**src/logic/digital_phase_loop_div_pkg.sv**
```systemverilog
// Register map, field positions and reset values shared by the divider block
package digital_phase_loop_div_pkg;
    // Bus geometry
    localparam int ADDR_W = 12;
    localparam int DATA_W = 32;
    localparam int IDX_W = 10;
    // Register indices, byte address is four times the index
    localparam logic [IDX_W-1:0] REF_LO_IDX = 10'h101;
    localparam logic [IDX_W-1:0] REF_HI_IDX = 10'h102;
    localparam logic [IDX_W-1:0] REF_CTL_IDX = 10'h103;
    localparam logic [IDX_W-1:0] FB_LO_IDX = 10'h104;
    localparam logic [IDX_W-1:0] FB_HI_IDX = 10'h105;
    localparam logic [IDX_W-1:0] FB_CTL_IDX = 10'h106;
    localparam logic [IDX_W-1:0] SEL_IDX = 10'h140;
    localparam logic [IDX_W-1:0] STAT_IDX = 10'h141;
    // Control register fields
    localparam int INV_BIT = 7;
    localparam int PRESC_BIT = 0;
    localparam logic [7:0] CTL_MASK = 8'h81;
    localparam int SEL_BIT = 0;
    // Reset values
    localparam logic [7:0] DIV_RST = 8'h00;
    localparam logic [7:0] CTL_RST = 8'h00;
    localparam logic SEL_RST = 1'b0;
    // Bus responses
    localparam logic [1:0] RESP_OKAY = 2'h0;
    localparam logic [1:0] RESP_SLVERR = 2'h2;
endpackage

```
**src/logic/edge_divider.sv**
```systemverilog
// Programmable edge divider with optional divide-by-two prescaler
`timescale 1ns/10ps
`default_nettype none
module edge_divider #(
    parameter int W = 16
) (
    input wire logic sys_clk, // System clock
    input wire logic reset, // Synchronous reset, active high
    input wire logic edge_en, // One pulse per input edge
    input wire logic [W-1:0] ratio_m1, // Programmed value, ratio minus one
    input wire logic prescale, // Extra divide by two
    output logic tick // One pulse per divided period
);
    typedef struct packed {
        logic [W-1:0] count;
        logic pre;
        logic tick;
    } div_state_t;

    div_state_t st_r;
    div_state_t st_nxt;

    // Prescaler swallows every other edge, counter wraps at programmed value
    always_comb
    begin
        st_nxt = st_r;
        st_nxt.tick = 1'b0;
        if (edge_en)
        begin
            if (prescale && !st_r.pre)
            begin
                st_nxt.pre = 1'b1;
            end
            else
            begin
                st_nxt.pre = 1'b0;
                if (st_r.count >= ratio_m1)
                begin
                    st_nxt.count = '0;
                    st_nxt.tick = 1'b1;
                end
                else
                begin
                    st_nxt.count = st_r.count + 1'b1;
                end
            end
        end
    end

    // State register
    always_ff @(posedge sys_clk)
    begin
        if (reset)
            st_r <= '0;
        else
            st_r <= st_nxt;
    end

    assign tick = st_r.tick;
endmodule
`default_nettype wire

```
**src/logic/digital_phase_loop_ref_feedback_dividers.sv**
```systemverilog
// Reference and feedback dividers of the digital phase loop with AXI4-Lite registers
//
// What this block does
// - Reference divider divides by programmed value plus one, ratio 1 to 65,536.
// - Reference value low byte at 0x0101, high byte at 0x0102.
// - Both reference bytes zero gives a pass-through ratio of one.
// - Reference control bit 7 inverts the reference clock before the divider.
// - Reference control bit 0 inserts a divide-by-two prescaler.
// - Feedback divider divides by programmed value plus one, ratio 1 to 65,536.
// - Feedback value low byte at 0x0104, high byte at 0x0105.
// - Both feedback bytes zero gives a ratio of one.
// - Feedback control bit 7 inverts the clock entering the feedback divider.
//
// Added by the designer: register access over AXI4-Lite.
`timescale 1ns/10ps
`default_nettype none
module digital_phase_loop_ref_feedback_dividers (
    input wire logic sys_clk, // System clock, 10 MHz
    input wire logic reset, // Synchronous reset, active high
    input wire logic ref_input_first, // First reference clock pin
    input wire logic ref_input_second, // Second reference clock pin
    input wire logic feedback_clock_in, // Feedback clock pin
    output logic ref_div_pulse, // Divided reference pulse
    output logic fb_div_pulse, // Divided feedback pulse
    input wire logic [digital_phase_loop_div_pkg::ADDR_W-1:0] s_axi_awaddr, // Write address
    input wire logic s_axi_awvalid, // Write address valid
    output logic s_axi_awready, // Write address ready
    input wire logic [digital_phase_loop_div_pkg::DATA_W-1:0] s_axi_wdata, // Write data
    input wire logic [3:0] s_axi_wstrb, // Write byte strobes
    input wire logic s_axi_wvalid, // Write data valid
    output logic s_axi_wready, // Write data ready
    output logic [1:0] s_axi_bresp, // Write response
    output logic s_axi_bvalid, // Write response valid
    input wire logic s_axi_bready, // Write response ready
    input wire logic [digital_phase_loop_div_pkg::ADDR_W-1:0] s_axi_araddr, // Read address
    input wire logic s_axi_arvalid, // Read address valid
    output logic s_axi_arready, // Read address ready
    output logic [digital_phase_loop_div_pkg::DATA_W-1:0] s_axi_rdata, // Read data
    output logic [1:0] s_axi_rresp, // Read response
    output logic s_axi_rvalid, // Read response valid
    input wire logic s_axi_rready // Read response ready
);
    typedef struct packed {
        logic [7:0] ref_lo;
        logic [7:0] ref_hi;
        logic [7:0] ref_ctl;
        logic [7:0] fb_lo;
        logic [7:0] fb_hi;
        logic [7:0] fb_ctl;
        logic ref_sel;
        logic [1:0] ref_input_first_s;
        logic [1:0] ref_input_second_s;
        logic [1:0] fb_s;
        logic ref_prev;
        logic fb_prev;
        logic [15:0] ref_cnt;
        logic [15:0] fb_cnt;
        logic aw_have;
        logic [digital_phase_loop_div_pkg::ADDR_W-1:0] aw_addr;
        logic w_have;
        logic [digital_phase_loop_div_pkg::DATA_W-1:0] w_data;
        logic [3:0] w_strb;
        logic bvalid;
        logic [1:0] bresp;
        logic rvalid;
        logic [digital_phase_loop_div_pkg::DATA_W-1:0] rdata;
        logic [1:0] rresp;
    } top_state_t;

    top_state_t st_r;
    top_state_t st_nxt;

    logic ref_raw;
    logic ref_lvl;
    logic ref_edge;
    logic fb_raw;
    logic fb_lvl;
    logic fb_edge;
    logic wr_fire;
    logic [digital_phase_loop_div_pkg::IDX_W-1:0] wr_idx;
    logic ref_tick;
    logic fb_tick;

    // Word index of a byte address
    function automatic logic [digital_phase_loop_div_pkg::IDX_W-1:0] reg_index(input logic [digital_phase_loop_div_pkg::ADDR_W-1:0] a);
        reg_index = a[digital_phase_loop_div_pkg::ADDR_W-1:2];
    endfunction

    // True when an index names a register
    function automatic logic is_mapped(input logic [digital_phase_loop_div_pkg::IDX_W-1:0] i);
        is_mapped = (i == digital_phase_loop_div_pkg::REF_LO_IDX) || (i == digital_phase_loop_div_pkg::REF_HI_IDX) ||
            (i == digital_phase_loop_div_pkg::REF_CTL_IDX) || (i == digital_phase_loop_div_pkg::FB_LO_IDX) ||
            (i == digital_phase_loop_div_pkg::FB_HI_IDX) || (i == digital_phase_loop_div_pkg::FB_CTL_IDX) ||
            (i == digital_phase_loop_div_pkg::SEL_IDX) || (i == digital_phase_loop_div_pkg::STAT_IDX);
    endfunction

    // Read data for an index, reserved bits read zero
    function automatic logic [digital_phase_loop_div_pkg::DATA_W-1:0] read_word(input top_state_t s,
        input logic [digital_phase_loop_div_pkg::IDX_W-1:0] i);
        read_word = '0;
        case (i)
            digital_phase_loop_div_pkg::REF_LO_IDX: read_word[7:0] = s.ref_lo;
            digital_phase_loop_div_pkg::REF_HI_IDX: read_word[7:0] = s.ref_hi;
            digital_phase_loop_div_pkg::REF_CTL_IDX: read_word[7:0] = s.ref_ctl & digital_phase_loop_div_pkg::CTL_MASK;
            digital_phase_loop_div_pkg::FB_LO_IDX: read_word[7:0] = s.fb_lo;
            digital_phase_loop_div_pkg::FB_HI_IDX: read_word[7:0] = s.fb_hi;
            digital_phase_loop_div_pkg::FB_CTL_IDX: read_word[7:0] = s.fb_ctl & digital_phase_loop_div_pkg::CTL_MASK;
            digital_phase_loop_div_pkg::SEL_IDX: read_word[digital_phase_loop_div_pkg::SEL_BIT] = s.ref_sel;
            digital_phase_loop_div_pkg::STAT_IDX: read_word = {s.fb_cnt, s.ref_cnt};
            default: read_word = '0;
        endcase
    endfunction

    // Pick the reference pin, then optionally invert so falling edges count
    assign ref_raw = st_r.ref_sel ? st_r.ref_input_second_s[1] : st_r.ref_input_first_s[1];
    assign ref_lvl = ref_raw ^ st_r.ref_ctl[digital_phase_loop_div_pkg::INV_BIT];
    assign ref_edge = ref_lvl & ~st_r.ref_prev;
    assign fb_raw = st_r.fb_s[1];
    assign fb_lvl = fb_raw ^ st_r.fb_ctl[digital_phase_loop_div_pkg::INV_BIT];
    assign fb_edge = fb_lvl & ~st_r.fb_prev;

    // A write completes once both address and data are held and no write response is pending
    assign wr_fire = st_r.aw_have && st_r.w_have && !st_r.bvalid;
    assign wr_idx = reg_index(st_r.aw_addr);

    // Next state: synchronisers, edge history, tick counters and bus slave
    always_comb
    begin
        st_nxt = st_r;
        st_nxt.ref_input_first_s = {st_r.ref_input_first_s[0], ref_input_first};
        st_nxt.ref_input_second_s = {st_r.ref_input_second_s[0], ref_input_second};
        st_nxt.fb_s = {st_r.fb_s[0], feedback_clock_in};
        st_nxt.ref_prev = ref_lvl;
        st_nxt.fb_prev = fb_lvl;
        if (ref_tick)
            st_nxt.ref_cnt = st_r.ref_cnt + 1'b1;
        if (fb_tick)
            st_nxt.fb_cnt = st_r.fb_cnt + 1'b1;
        if (s_axi_awvalid && s_axi_awready)
        begin
            st_nxt.aw_have = 1'b1;
            st_nxt.aw_addr = s_axi_awaddr;
        end
        if (s_axi_wvalid && s_axi_wready)
        begin
            st_nxt.w_have = 1'b1;
            st_nxt.w_data = s_axi_wdata;
            st_nxt.w_strb = s_axi_wstrb;
        end
        if (wr_fire)
        begin
            st_nxt.aw_have = 1'b0;
            st_nxt.w_have = 1'b0;
            st_nxt.bvalid = 1'b1;
            st_nxt.bresp = is_mapped(wr_idx) ? digital_phase_loop_div_pkg::RESP_OKAY : digital_phase_loop_div_pkg::RESP_SLVERR;
            if (st_r.w_strb[0])
            begin
                case (wr_idx)
                    digital_phase_loop_div_pkg::REF_LO_IDX: st_nxt.ref_lo = st_r.w_data[7:0];
                    digital_phase_loop_div_pkg::REF_HI_IDX: st_nxt.ref_hi = st_r.w_data[7:0];
                    digital_phase_loop_div_pkg::REF_CTL_IDX: st_nxt.ref_ctl = st_r.w_data[7:0] & digital_phase_loop_div_pkg::CTL_MASK;
                    digital_phase_loop_div_pkg::FB_LO_IDX: st_nxt.fb_lo = st_r.w_data[7:0];
                    digital_phase_loop_div_pkg::FB_HI_IDX: st_nxt.fb_hi = st_r.w_data[7:0];
                    digital_phase_loop_div_pkg::FB_CTL_IDX: st_nxt.fb_ctl = st_r.w_data[7:0] & digital_phase_loop_div_pkg::CTL_MASK;
                    digital_phase_loop_div_pkg::SEL_IDX: st_nxt.ref_sel = st_r.w_data[digital_phase_loop_div_pkg::SEL_BIT];
                    default: st_nxt.ref_sel = st_r.ref_sel;
                endcase
            end
        end
        if (st_r.bvalid && s_axi_bready)
            st_nxt.bvalid = 1'b0;
        if (s_axi_arvalid && s_axi_arready)
        begin
            st_nxt.rvalid = 1'b1;
            st_nxt.rdata = read_word(st_r, reg_index(s_axi_araddr));
            st_nxt.rresp = is_mapped(reg_index(s_axi_araddr)) ? digital_phase_loop_div_pkg::RESP_OKAY :
                digital_phase_loop_div_pkg::RESP_SLVERR;
        end
        else if (st_r.rvalid && s_axi_rready)
        begin
            st_nxt.rvalid = 1'b0;
        end
    end

    // State register with defined reset values
    always_ff @(posedge sys_clk)
    begin
        if (reset)
        begin
            st_r <= '0;
            st_r.ref_lo <= digital_phase_loop_div_pkg::DIV_RST;
            st_r.ref_hi <= digital_phase_loop_div_pkg::DIV_RST;
            st_r.ref_ctl <= digital_phase_loop_div_pkg::CTL_RST;
            st_r.fb_lo <= digital_phase_loop_div_pkg::DIV_RST;
            st_r.fb_hi <= digital_phase_loop_div_pkg::DIV_RST;
            st_r.fb_ctl <= digital_phase_loop_div_pkg::CTL_RST;
            st_r.ref_sel <= digital_phase_loop_div_pkg::SEL_RST;
        end
        else
        begin
            st_r <= st_nxt;
        end
    end

    // Reference divider, fed by the selected and optionally inverted pin
    edge_divider #(
        .W(16)
    ) u_ref_div (
        .sys_clk(sys_clk),
        .reset(reset),
        .edge_en(ref_edge),
        .ratio_m1({st_r.ref_hi, st_r.ref_lo}),
        .prescale(st_r.ref_ctl[digital_phase_loop_div_pkg::PRESC_BIT]),
        .tick(ref_tick)
    );

    // Feedback divider, fed by the feedback pin
    edge_divider #(
        .W(16)
    ) u_fb_div (
        .sys_clk(sys_clk),
        .reset(reset),
        .edge_en(fb_edge),
        .ratio_m1({st_r.fb_hi, st_r.fb_lo}),
        .prescale(st_r.fb_ctl[digital_phase_loop_div_pkg::PRESC_BIT]),
        .tick(fb_tick)
    );

    // Outputs; handshake readies are combinational
    assign ref_div_pulse = ref_tick;
    assign fb_div_pulse = fb_tick;
    assign s_axi_awready = !st_r.aw_have;
    assign s_axi_wready = !st_r.w_have;
    assign s_axi_bvalid = st_r.bvalid;
    assign s_axi_bresp = st_r.bresp;
    assign s_axi_arready = !st_r.rvalid;
    assign s_axi_rvalid = st_r.rvalid;
    assign s_axi_rdata = st_r.rdata;
    assign s_axi_rresp = st_r.rresp;
endmodule
`default_nettype wire

```
**config.mk**
```make
export PLATFORM = sky130hd
export DESIGN_NAME = digital_phase_loop_ref_feedback_dividers
export DESIGN_NICKNAME = d
export VERILOG_FILES = /design/src/logic/digital_phase_loop_div_pkg.sv /design/src/logic/edge_divider.sv /design/src/logic/digital_phase_loop_ref_feedback_dividers.sv
export SDC_FILE = /design/constraint.sdc
export NUM_CORES = 1
export LEC_CHECK = 0
export ABC_AREA = 1
export ABC_CLOCK_PERIOD_IN_PS = 4000
export BUFFER_PORTS_ARGS = -buffer_cell sky130_fd_sc_hd__buf_2
export CAP_MARGIN = 40
export CORE_AREA = 8 8 214 155
export DETAILED_ROUTE_END_ITERATION = 8
export DIE_AREA = 0 0 222 163
export PLACE_DENSITY_LB_ADDON = 0.3
export REMOVE_ABC_BUFFERS = 1
export SLEW_MARGIN = 20
export SYNTH_ARGS = -nofsm -noshare
export SYNTH_HDL_FRONTEND = slang
export SYNTH_SLANG_ARGS = --single-unit
```
**constraint.sdc**
```tcl
create_clock -name sys_clk -period 4 [get_ports sys_clk]
set_input_delay 0.4 -clock sys_clk [delete_from_list [all_inputs] [get_ports sys_clk]]
set_output_delay 0.4 -clock sys_clk [all_outputs]
set_load 0.005 [all_outputs]
```
==> results of run 1 <==
[layer usage]
layer | routed length [um] | GRT usage | share of wire
met1 | 11800 | 0.178 | 0.53
met2 | 9240 | 0.187 | 0.42
met3 | 977 | 0.0331 | 0.044
met4 | 157 | 0.0319 | 0.0071
met5 | 9 | 0 | 0.00041
[logic make-up (layout without fill, tap and decap cells)]
group | Yosys count | after routing
simple gates | 537 | 537
buf+inv | 241 | 288
compound gates | 218 | 218
flops | 170 | 170
fa+ha+maj | 36 | 36
xor+xnor | 12 | 12
other cells | 1 | 2
mux | 1 | 1
[worst max-delay path, stage by stage, from the launching register on]
cell and delay [ns]:
sky130_fd_sc_hd__dfxtp_1 0.38, sky130_fd_sc_hd__inv_1 0.06, sky130_fd_sc_hd__ha_1 0.30, sky130_fd_sc_hd__nand2_1 0.09
sky130_fd_sc_hd__nor3_1 0.30, sky130_fd_sc_hd__nand3_1 0.11, sky130_fd_sc_hd__nand3_1 0.10, sky130_fd_sc_hd__nand2_1 0.07
sky130_fd_sc_hd__nand2_1 0.45, sky130_fd_sc_hd__nor2_1 0.08
[cells in the final DEF, fill, tap and decap left out, drive strengths merged]
cell type / instances
o22ai: 1
clkbuf: 23
nor3: 31
xnor2: 2
a211oi: 13
xor2: 10
conb: 2
dfxtp: 170
o21ai: 84
a21oi: 113
buf: 86
nand2: 222
nor2: 162
o21a: 5
clkinvlp: 2
nand3: 97
o21bai: 2
nor4: 5
ha: 36
inv: 170
clkinv: 5
nand4: 19
bufinv: 2
mux2i: 1
nand3b: 1
[flip-flops by register name, summed over array words and instances, names as in the netlist]
name	cells
fb_raw	1
s_axi_bresp	1
s_axi_bvalid	1
s_axi_rdata	32
s_axi_rresp	1
s_axi_rvalid	1
st_nxt	3
st_r	94
u_fb_div.st_r	17
u_fb_div.tick	1
u_ref_div.st_r	17
u_ref_div.tick	1
[final timing paths]
kind / from / slack [ns] / depth (start not counted) / end
setup / recovery: st_r[144] / 1.91 / 9 / u_fb_div.st_r[3]
hold / removal: s_axi_bready / 0.14 / 2 / s_axi_bvalid
setup reg to reg: st_r[144] / 1.91 / 9 / u_fb_div.st_r[3]
hold reg to reg: st_nxt[125] / 0.40 / 2 / st_r[125]
[stage by stage]
step	utilization	cells
2_1_floorplan	-	1146
5_1_grt	0.333	1649
4_1_cts	0.332	1648
6_report	0.333	1649
3_5_place_dp	0.312	1616
3_3_place_gp	0.312	1616
[power by group through the flow]
| stage | registers [uW] | logic (uW) | clock network (uW) |
|---|---|---|---|
| global placement | 1780 | 201 | 0 |
| CTS | 1740 | 202 | 1740 |
| detailed placement | 1780 | 201 | 0 |
| finish | 1740 | 202 | 1700 |
| global route | 1750 | 230 | 1810 |
| floorplan | 1770 | 117 | 0 |
[layout make-up]
cell class                 instances  area [sq um]  share of cell area
clock inverter                     9           111              0.0113
multi-input combinational        806          4280               0.434
inverter                         170           638              0.0647
clock buffer                      23           488              0.0495
timing repair buffer              86           460              0.0467
sequential                       170          3400               0.345
tap                              385           482              0.0489
==> results.ini, run 1 <==
[power_and_ir_drop]
totalPowerFinal_uw=3650
power.switching_fraction=0.241
power_frac_clock=0.467
sequential_share_of_power=0.478
power_density_nw_per_um2=370
worst_ir_drop_vdd_mv=0.276
internal_power_uw=2770
power_share_of_the_combinational_group=0.055
total_switching_power_uw=879
static-leakage-power_uw=0.00393

[timing]
max_clock_freq_mhz=479
hold_violations=0
drv_slew=0
min_period_over_period=0.522
worst_clock_skew_ns=0.0139
relSlewSlack=0.505
finalHoldWorstSlack_ns=0.137
finalWorstPathRequiredPeriod_ns=2.09
fin_setup_tns_ns=0
worstMarginPinSlew_ns=0.742
setup_viol_count_final=0
unrepaired_setup_endpoints_after_global_routing=false
post-route-worst-setup-slack_ns=1.91

[global_route]
grt_start_max_net_pins=65
grt_overflow=0
antenna_found_initial=1
grt_first_pass_wirelength_um=36800
vias_in_the_first_global_route=7050
grt.total_usage=0.126

[logic_synthesis]
post_synth_xor_area_fraction=0.0120
synth_ff_type=sky130_fd_sc_hd__dfxtp_1
synth.mux.area_fraction=0.00114
synth_top_cells_by_count=sky130_fd_sc_hd__nand2_1, sky130_fd_sc_hd__dfxtp_1, sky130_fd_sc_hd__inv_1
dominant_combinational_cell_family_by_area_after_synthesis=simple AND/OR/NAND/NOR gates
synth_largest_area_cell=sky130_fd_sc_hd__dfxtp_1
synth-edff-count=0
synthSimpleGateAreaFrac=0.286
netlist.area_leader.share=0.388
yosysWarnings=0
synth_cell_type_count=39
asyncSetResetFlopFracSynth=0
yosys_register_bits=170
syn_avg_cell_area_sq_um=7.21
ys_seq_area_frac=0.388
syn_area_sq_um=8760
most_frequent_cell_after_synthesis=sky130_fd_sc_hd__nand2_1
synth_area_in_adders=0.0514
synth-compound-area-share=0.136
synth_top_cells_by_area=sky130_fd_sc_hd__dfxtp_1, sky130_fd_sc_hd__nand2_1, sky130_fd_sc_hd__inv_1, sky130_fd_sc_hd__a21oi_1, sky130_fd_sc_hd__nor2_1
netlist_instances=1216

[finish]
insertedDiodeCount=0
syn_to_final_growth_pct=12.5
design.final.nets=1357
post_route_cells_drive_above_1_share=0.150
finish.instance_area_sq_um=9860
final.fill_count=3180

[hold_path]
hold_crit_path_type=primary input to register

[critical_path]
worst_setup_path_end_kind=register
timing.critical_path.from_type=register
criticalPathCategory=register to register
worst_ep_required_time_ns=4.30
crit_arrival_ns=2.39
timing.critical_path.fanout_max=16

[floorplanning]
fp.dieH_um=163
start_util=0.296
ioPinCount=113
floorplan.die.width_um=222
core.rowCount=53
die_area_sq_um=36200
core_region_area_sq_um=29600

[clocking]
tritoncts_clock_tree=done
clock_tree.htree_level_count=4
cts_hold_buf=0
clkLatencyLatePin_ns=0.44
clock_sinks=170
tritoncts.num_buffers=17
cts_root_buffer=sky130_fd_sc_hd__clkbuf_16
worst_setup_hold_path_clk_slew_ns=0.07
cts_post_setup_buffers_inserted=0
cts.repair.resized=0
max-clock-path-buffers=2

[placed_design]
dp_worst_setup_slack_ns=1.89
placer_congestion_estimate=0.832
io_buffer_count=79
dpl-instance-area_sq_um=9240
place_hpwl_um=16700

[detailed_routing]
vias=7423
drc_errors=0
initialDrtViolationCount=393
routedWlPerCell_um=13.5
detail_route.vias_per_cell=4.50
drtPass1Iterations=4
detail_route.wirelength_um=22200
antenna_left=0

[run_status]
run_status=finished, final reports clean

[flow_run]
timing.max_cap.violations=0

No activity file was read; power rests on OpenSTA's default activity.
==> inputs of run 2 (changes only) <==
--- a/config.mk
+++ b/config.mk
@@ -6,7 +6,7 @@
 export NUM_CORES = 1
 export LEC_CHECK = 0
 export ABC_AREA = 1
-export ABC_CLOCK_PERIOD_IN_PS = 4000
+export ABC_CLOCK_PERIOD_IN_PS = 2000
 export BUFFER_PORTS_ARGS = -buffer_cell sky130_fd_sc_hd__buf_2
 export CAP_MARGIN = 40
 export CORE_AREA = 8 8 214 155
==> constraint.sdc (replaced) <==
create_clock -name sys_clk -period 2 [get_ports sys_clk]
set_input_delay 0.2 -clock sys_clk [delete_from_list [all_inputs] [get_ports sys_clk]]
set_output_delay 0.2 -clock sys_clk [all_outputs]
set_load 0.005 [all_outputs]
==> results.ini, run 2 (synthesis gave the netlist of run 1 again) <==
[global_route]
antenna_found_initial=1
grt_overflow=0
grt_start_max_net_pins=77
grt_first_pass_wirelength_um=36800
grt.total_usage=0.126
vias_in_the_first_global_route=7116

[critical_path]
crit_family=simple AND/OR/NAND/NOR gates
r2r_slack_ns=0.25
timing.critical_path.mode_cell=sky130_fd_sc_hd__nand3_1
timing.critical_path.fanout_max=16
worst_ep_required_time_ns=2.32
critical_path.max_stage_delay_ns=0.32
worst_setup_path_end_kind=register
timing.critical_path.from_type=register
critical_path_buf_inv_count=2
worstPathCellList=inv_1 -> ha_1 -> nand2_1 -> inv_1 -> nand3_1 -> nor3_2 -> nand3_1 -> nand3_1 -> nand2_1 -> nand2_4 -> nor2_1
criticalPathCategory=register to register
master_of_the_slowest_instance_on_the_critical_path=sky130_fd_sc_hd__dfxtp_1
crit_arrival_ns=2.08

[clocking]
clock_tree.htree_level_count=4
tritoncts_clock_tree=done
clock_sinks=170
cts_root_buffer=sky130_fd_sc_hd__clkbuf_16
tritoncts.num_buffers=17
worst_setup_hold_path_clk_slew_ns=0.07
cts_post_setup_buffers_inserted=0
clkLatencyLatePin_ns=0.44
max-clock-path-buffers=2

[detailed_routing]
antenna_left=0
drtPass1Iterations=4
vias=7509
initialDrtViolationCount=507
drc_errors=0
routedWlPerCell_um=13.5
detail_route.vias_per_cell=4.49
detail_route.wirelength_um=22600

[floorplanning]
core.rowCount=53
ioPinCount=113
start_util=0.296
die_area_sq_um=36200
fp.dieH_um=163
floorplan.die.width_um=222
core_region_area_sq_um=29600

[run_status]
run_status=finished, final reports clean

[placed_design]
place_hpwl_um=17100
placer_congestion_estimate=0.832
dp_worst_setup_slack_ns=0.0808
io_buffer_count=79

[flow_run]
timing.max_cap.violations=0

[timing]
drv_slew=0
hold_violations=0
unrepaired_setup_endpoints_after_global_routing=false
post-route-worst-setup-slack_ns=0.248
fin_setup_tns_ns=0
setup_viol_count_final=0
finalWorstPathRequiredPeriod_ns=1.75
worst_clock_skew_ns=0.00980
max_clock_freq_mhz=571
min_period_over_period=0.876

[power_and_ir_drop]
static-leakage-power_uw=0.00402
totalPowerFinal_uw=7020
worst_ir_drop_vdd_mv=0.510
power_density_nw_per_um2=697

[finish]
syn_to_final_growth_pct=14.9
largest_register_ffs=94
design.final.nets=1381
final.fill_count=3166
registers.top_by_ff_count=st_r
commonest_cells_after_routing_fill_and_taps_aside=sky130_fd_sc_hd__nand2_1, sky130_fd_sc_hd__dfxtp_1, sky130_fd_sc_hd__inv_1
most_frequent_standard_cell_in_the_layout_excluding_fill_and_tap_cells=sky130_fd_sc_hd__nand2_1
post_route_cells_drive_above_1_share=0.160

[hold_path]
hold_crit_path_type=primary input to register

run 2: power breakdown:
part / switching (uW) / total [uW] / internal [uW]
clock: 1460 / 3090 / 1630
sequential: 45.8 / 3490 / 3440
combinational: 294 / 439 / 145
run 2: worst min-delay path: stages:
cell and delay [ns]:
sky130_fd_sc_hd__buf_2 0.07, sky130_fd_sc_hd__o21ai_0 0.07, sky130_fd_sc_hd__a21oi_1 0.10
run 2: metal layers:
layer | GRT usage | vias to the layer above | share of wire
li1 | - | 4009 | -
met1 | 0.178 | 3350 | 0.53
met2 | 0.187 | 126 | 0.41
met3 | 0.0300 | 24 | 0.043
met4 | 0.0439 | 0 | 0.013
met5 | 0 | - | 0
run 2: path summary, 6_finish.rpt:
kind,end,start,cells past startpoint
max,u_ref_div.st_r[8],st_r[164],11
min,st_r[83],s_axi_awaddr[8],3
min reg2reg,st_r[127],st_nxt[127],2
max reg2reg,u_ref_div.st_r[8],st_r[164],11
run 2: timing repair:
item,CTS,global route
setup endpoints to repair,0,22
hold buffers,12,0
resized for setup,0,5
endpoints found under the hold margin,12,0
run 2: cell type report:
| cell class | instances | area (sq um) | share of cell area |
|---|---|---|---|
| Multi-Input combinational cell | 806 | 4300 | 0.427 |
| Sequential cell | 170 | 3400 | 0.338 |
| Timing Repair Buffer | 110 | 708 | 0.0703 |
| Inverter | 170 | 638 | 0.0634 |
| Tap cell | 385 | 482 | 0.0478 |
| Clock buffer | 20 | 447 | 0.0444 |
| Clock inverter | 12 | 92.6 | 0.00919 |
| Antenna cell | 1 | 2.50 | 0.000248 |
run 2: stage by stage:
step                      cell area (sq um)  instances  utilization  hold WS [ns]
final                                 10100       1674        0.340        0.0397
after global routing                  10100       1674        0.340        0.0491
after CTS                             10000       1673        0.339       0.00980
after detailed placement               9390       1629        0.317         0.393
after global placement                 9390       1629        0.317         0.388
after floorplan                        8320       1146            -         0.262
==> inputs of run 3 (changes only) <==
--- a/config.mk
+++ b/config.mk
@@ -9,9 +9,9 @@
 export ABC_CLOCK_PERIOD_IN_PS = 2000
 export BUFFER_PORTS_ARGS = -buffer_cell sky130_fd_sc_hd__buf_2
 export CAP_MARGIN = 40
-export CORE_AREA = 8 8 214 155
+export CORE_AREA = 4 4 210 151
 export DETAILED_ROUTE_END_ITERATION = 8
-export DIE_AREA = 0 0 222 163
+export DIE_AREA = 0 0 214 155
 export PLACE_DENSITY_LB_ADDON = 0.3
 export REMOVE_ABC_BUFFERS = 1
 export SLEW_MARGIN = 20
==> results.ini, run 3 (synthesis gave the netlist of run 1 again) <==
[detailed_routing]
initialDrtViolationCount=453
antenna_left=0
vias=7621
detail_route.vias_per_cell=4.53
drc_errors=0
detail_route.wirelength_um=22200
routedWlPerCell_um=13.2
drtPass1Iterations=5

[timing]
hold_violations=0
min_period_over_period=0.894
drv_slew=0
unrepaired_setup_endpoints_after_global_routing=false
finalWorstPathRequiredPeriod_ns=1.79
fin_setup_tns_ns=0
worst_clock_skew_ns=0.00932
setup_viol_count_final=0
max_clock_freq_mhz=560
relSlewSlack=0.556
worstMarginPinSlew_ns=0.664

[clocking]
clkLatencyLatePin_ns=0.43
worst_setup_hold_path_clk_slew_ns=0.07
tritoncts_clock_tree=done
cts_post_setup_buffers_inserted=0
max-clock-path-buffers=2
tritoncts.num_buffers=17
cts_root_buffer=sky130_fd_sc_hd__clkbuf_16
clock_sinks=170
clock_tree.htree_level_count=4

[critical_path]
timing.critical_path.from_type=register
worst_r2r_startpoint=st_r[146]
crit-reg2reg-capture=u_fb_div.st_r[3]
crit_arrival_ns=2.11
criticalPathCategory=register to register
timing.critical_path.mode_cell=sky130_fd_sc_hd__nand2_1
timing.reg2reg.worst_path_depth=14
crit_family=simple AND/OR/NAND/NOR gates
worstPathCellList=inv_1 -> ha_1 -> inv_1 -> o21bai_1 -> nand2_1 -> nand2_1 -> nand2_1 -> nand2_1 -> nand2_1 -> nand3_1 -> nand2_1 -> nand2_1 -> buf_12 -> nor2_1
timing.critical_path.fanout_max=16
critical_path.startpoint=st_r[146]
worst_setup_path_end_kind=register
r2r_slack_ns=0.21
critical_path.max_stage_delay_ns=0.41
critical_path_cell_count=14
worst_ep_required_time_ns=2.32
crit_path_end=u_fb_div.st_r[3]
master_of_the_slowest_instance_on_the_critical_path=sky130_fd_sc_hd__dfxtp_1
critical_path_buf_inv_count=3

[finish]
syn_to_final_growth_pct=16.0
post_route_cells_drive_above_1_share=0.168
finalNonFillerCells=1681
final_util=0.343
registers.top_by_ff_count=st_r
commonest_cells_after_routing_fill_and_taps_aside=sky130_fd_sc_hd__nand2_1, sky130_fd_sc_hd__dfxtp_1, sky130_fd_sc_hd__inv_1
most_frequent_standard_cell_in_the_layout_excluding_fill_and_tap_cells=sky130_fd_sc_hd__nand2_1
finish.instance_area_sq_um=10200
insertedDiodeCount=0
largest_register_ffs=94
design.final.nets=1389

[floorplanning]
core.rowCount=53
core_region_area_sq_um=29600
die_area_sq_um=33200
start_util=0.296
ioPinCount=113
floorplan.die.width_um=214
fp.dieH_um=155

[placed_design]
dpl-instance-area_sq_um=9440
dpl.cell_count=1638
io_buffer_count=79
place_hpwl_um=16900
placer_congestion_estimate=0.825

[global_route]
grt.total_usage=0.134
use_met1=0.210
grt_overflow=0
grt_start_max_net_pins=40
grt-busiest-layer=met1
met2_usage=0.186
antenna_found_initial=0
grt_first_pass_wirelength_um=36500
vias_in_the_first_global_route=6921
global_route.usage.met3=0.0273

[power_and_ir_drop]
worst_ir_drop_vdd_mv=0.426
power_density_nw_per_um2=718
static-leakage-power_uw=0.00408

[hold_path]
hold_crit_path_type=primary input to register

[run_status]
run_status=finished, final reports clean

[flow_run]
timing.max_cap.violations=0

==> run 3: area by class of cell <==
cell class,instances,area (sq um)
flip-flops and latches,170,3410
well taps,385,482
multi-input cells,807,4310
fillers,3155,19500
repair buffers,117,743
clock buffers,23,478
inverters,170,638
clock inverters,9,114
==> run 3: power by group <==
group	switching (uW)	internal [uW]	leakage [uW]	total (uW)
combinational	294	151	0.00243	444
clock	1430	1950	0.000280	3380
sequential	44.8	3440	0.00138	3490
==> run 3: stage by stage <==
stage	total power [uW]	setup WS [ns]	hold slack, ns
final	7310	0.213	0.0250
after global routing	7590	0.000650	0.0135
after CTS	7380	0.132	0.00134
after detailed placement	3990	0.144	0.394
after global placement	3990	0.161	0.388
after floorplan	3780	-0.509	0.262
==> run 3: per-layer routing <==
metal  routed length, um  vias up
met3                 885       15
met5                   0        -
li1                    -     4046
met2                8890      127
met4                 202        0
met1               12300     3433
==> run 3: repair_timing <==
action / 4_1_cts / 5_1_grt
hold buffers: 10 / 0
endpoints found under the hold margin: 10 / 0
endpoints found under the setup margin: 0 / 35
gates resized for setup: 0 / 9
==> run 3: how the worst min path moves through the flow <==
| stage | slack, ns | startpoint | to | depth (start not counted) |
|---|---|---|---|---|
| after floorplan | 0.26 | reset | s_axi_rdata[27] | 1 |
| after global placement | 0.39 | s_axi_bready | s_axi_bvalid | 2 |
| after detailed placement | 0.39 | s_axi_bready | s_axi_bvalid | 2 |
| after CTS | 0.001 | s_axi_wvalid | st_r[74] | 3 |
| after global routing | 0.01 | s_axi_wvalid | st_r[74] | 3 |
| final | 0.03 | s_axi_wvalid | st_r[74] | 3 |
==> run 3: worst reg2reg max path, cell delays in order (launching register included) <==
cell and delay, ns:
sky130_fd_sc_hd__dfxtp_1 0.41, sky130_fd_sc_hd__inv_1 0.07, sky130_fd_sc_hd__ha_1 0.29, sky130_fd_sc_hd__inv_1 0.04, sky130_fd_sc_hd__o21bai_1 0.13, sky130_fd_sc_hd__nand2_1 0.06, sky130_fd_sc_hd__nand2_1 0.06, sky130_fd_sc_hd__nand2_1 0.04
sky130_fd_sc_hd__nand2_1 0.06, sky130_fd_sc_hd__nand2_1 0.04, sky130_fd_sc_hd__nand3_1 0.07, sky130_fd_sc_hd__nand2_1 0.07, sky130_fd_sc_hd__nand2_1 0.11, sky130_fd_sc_hd__buf_12 0.16, sky130_fd_sc_hd__nor2_1 0.05
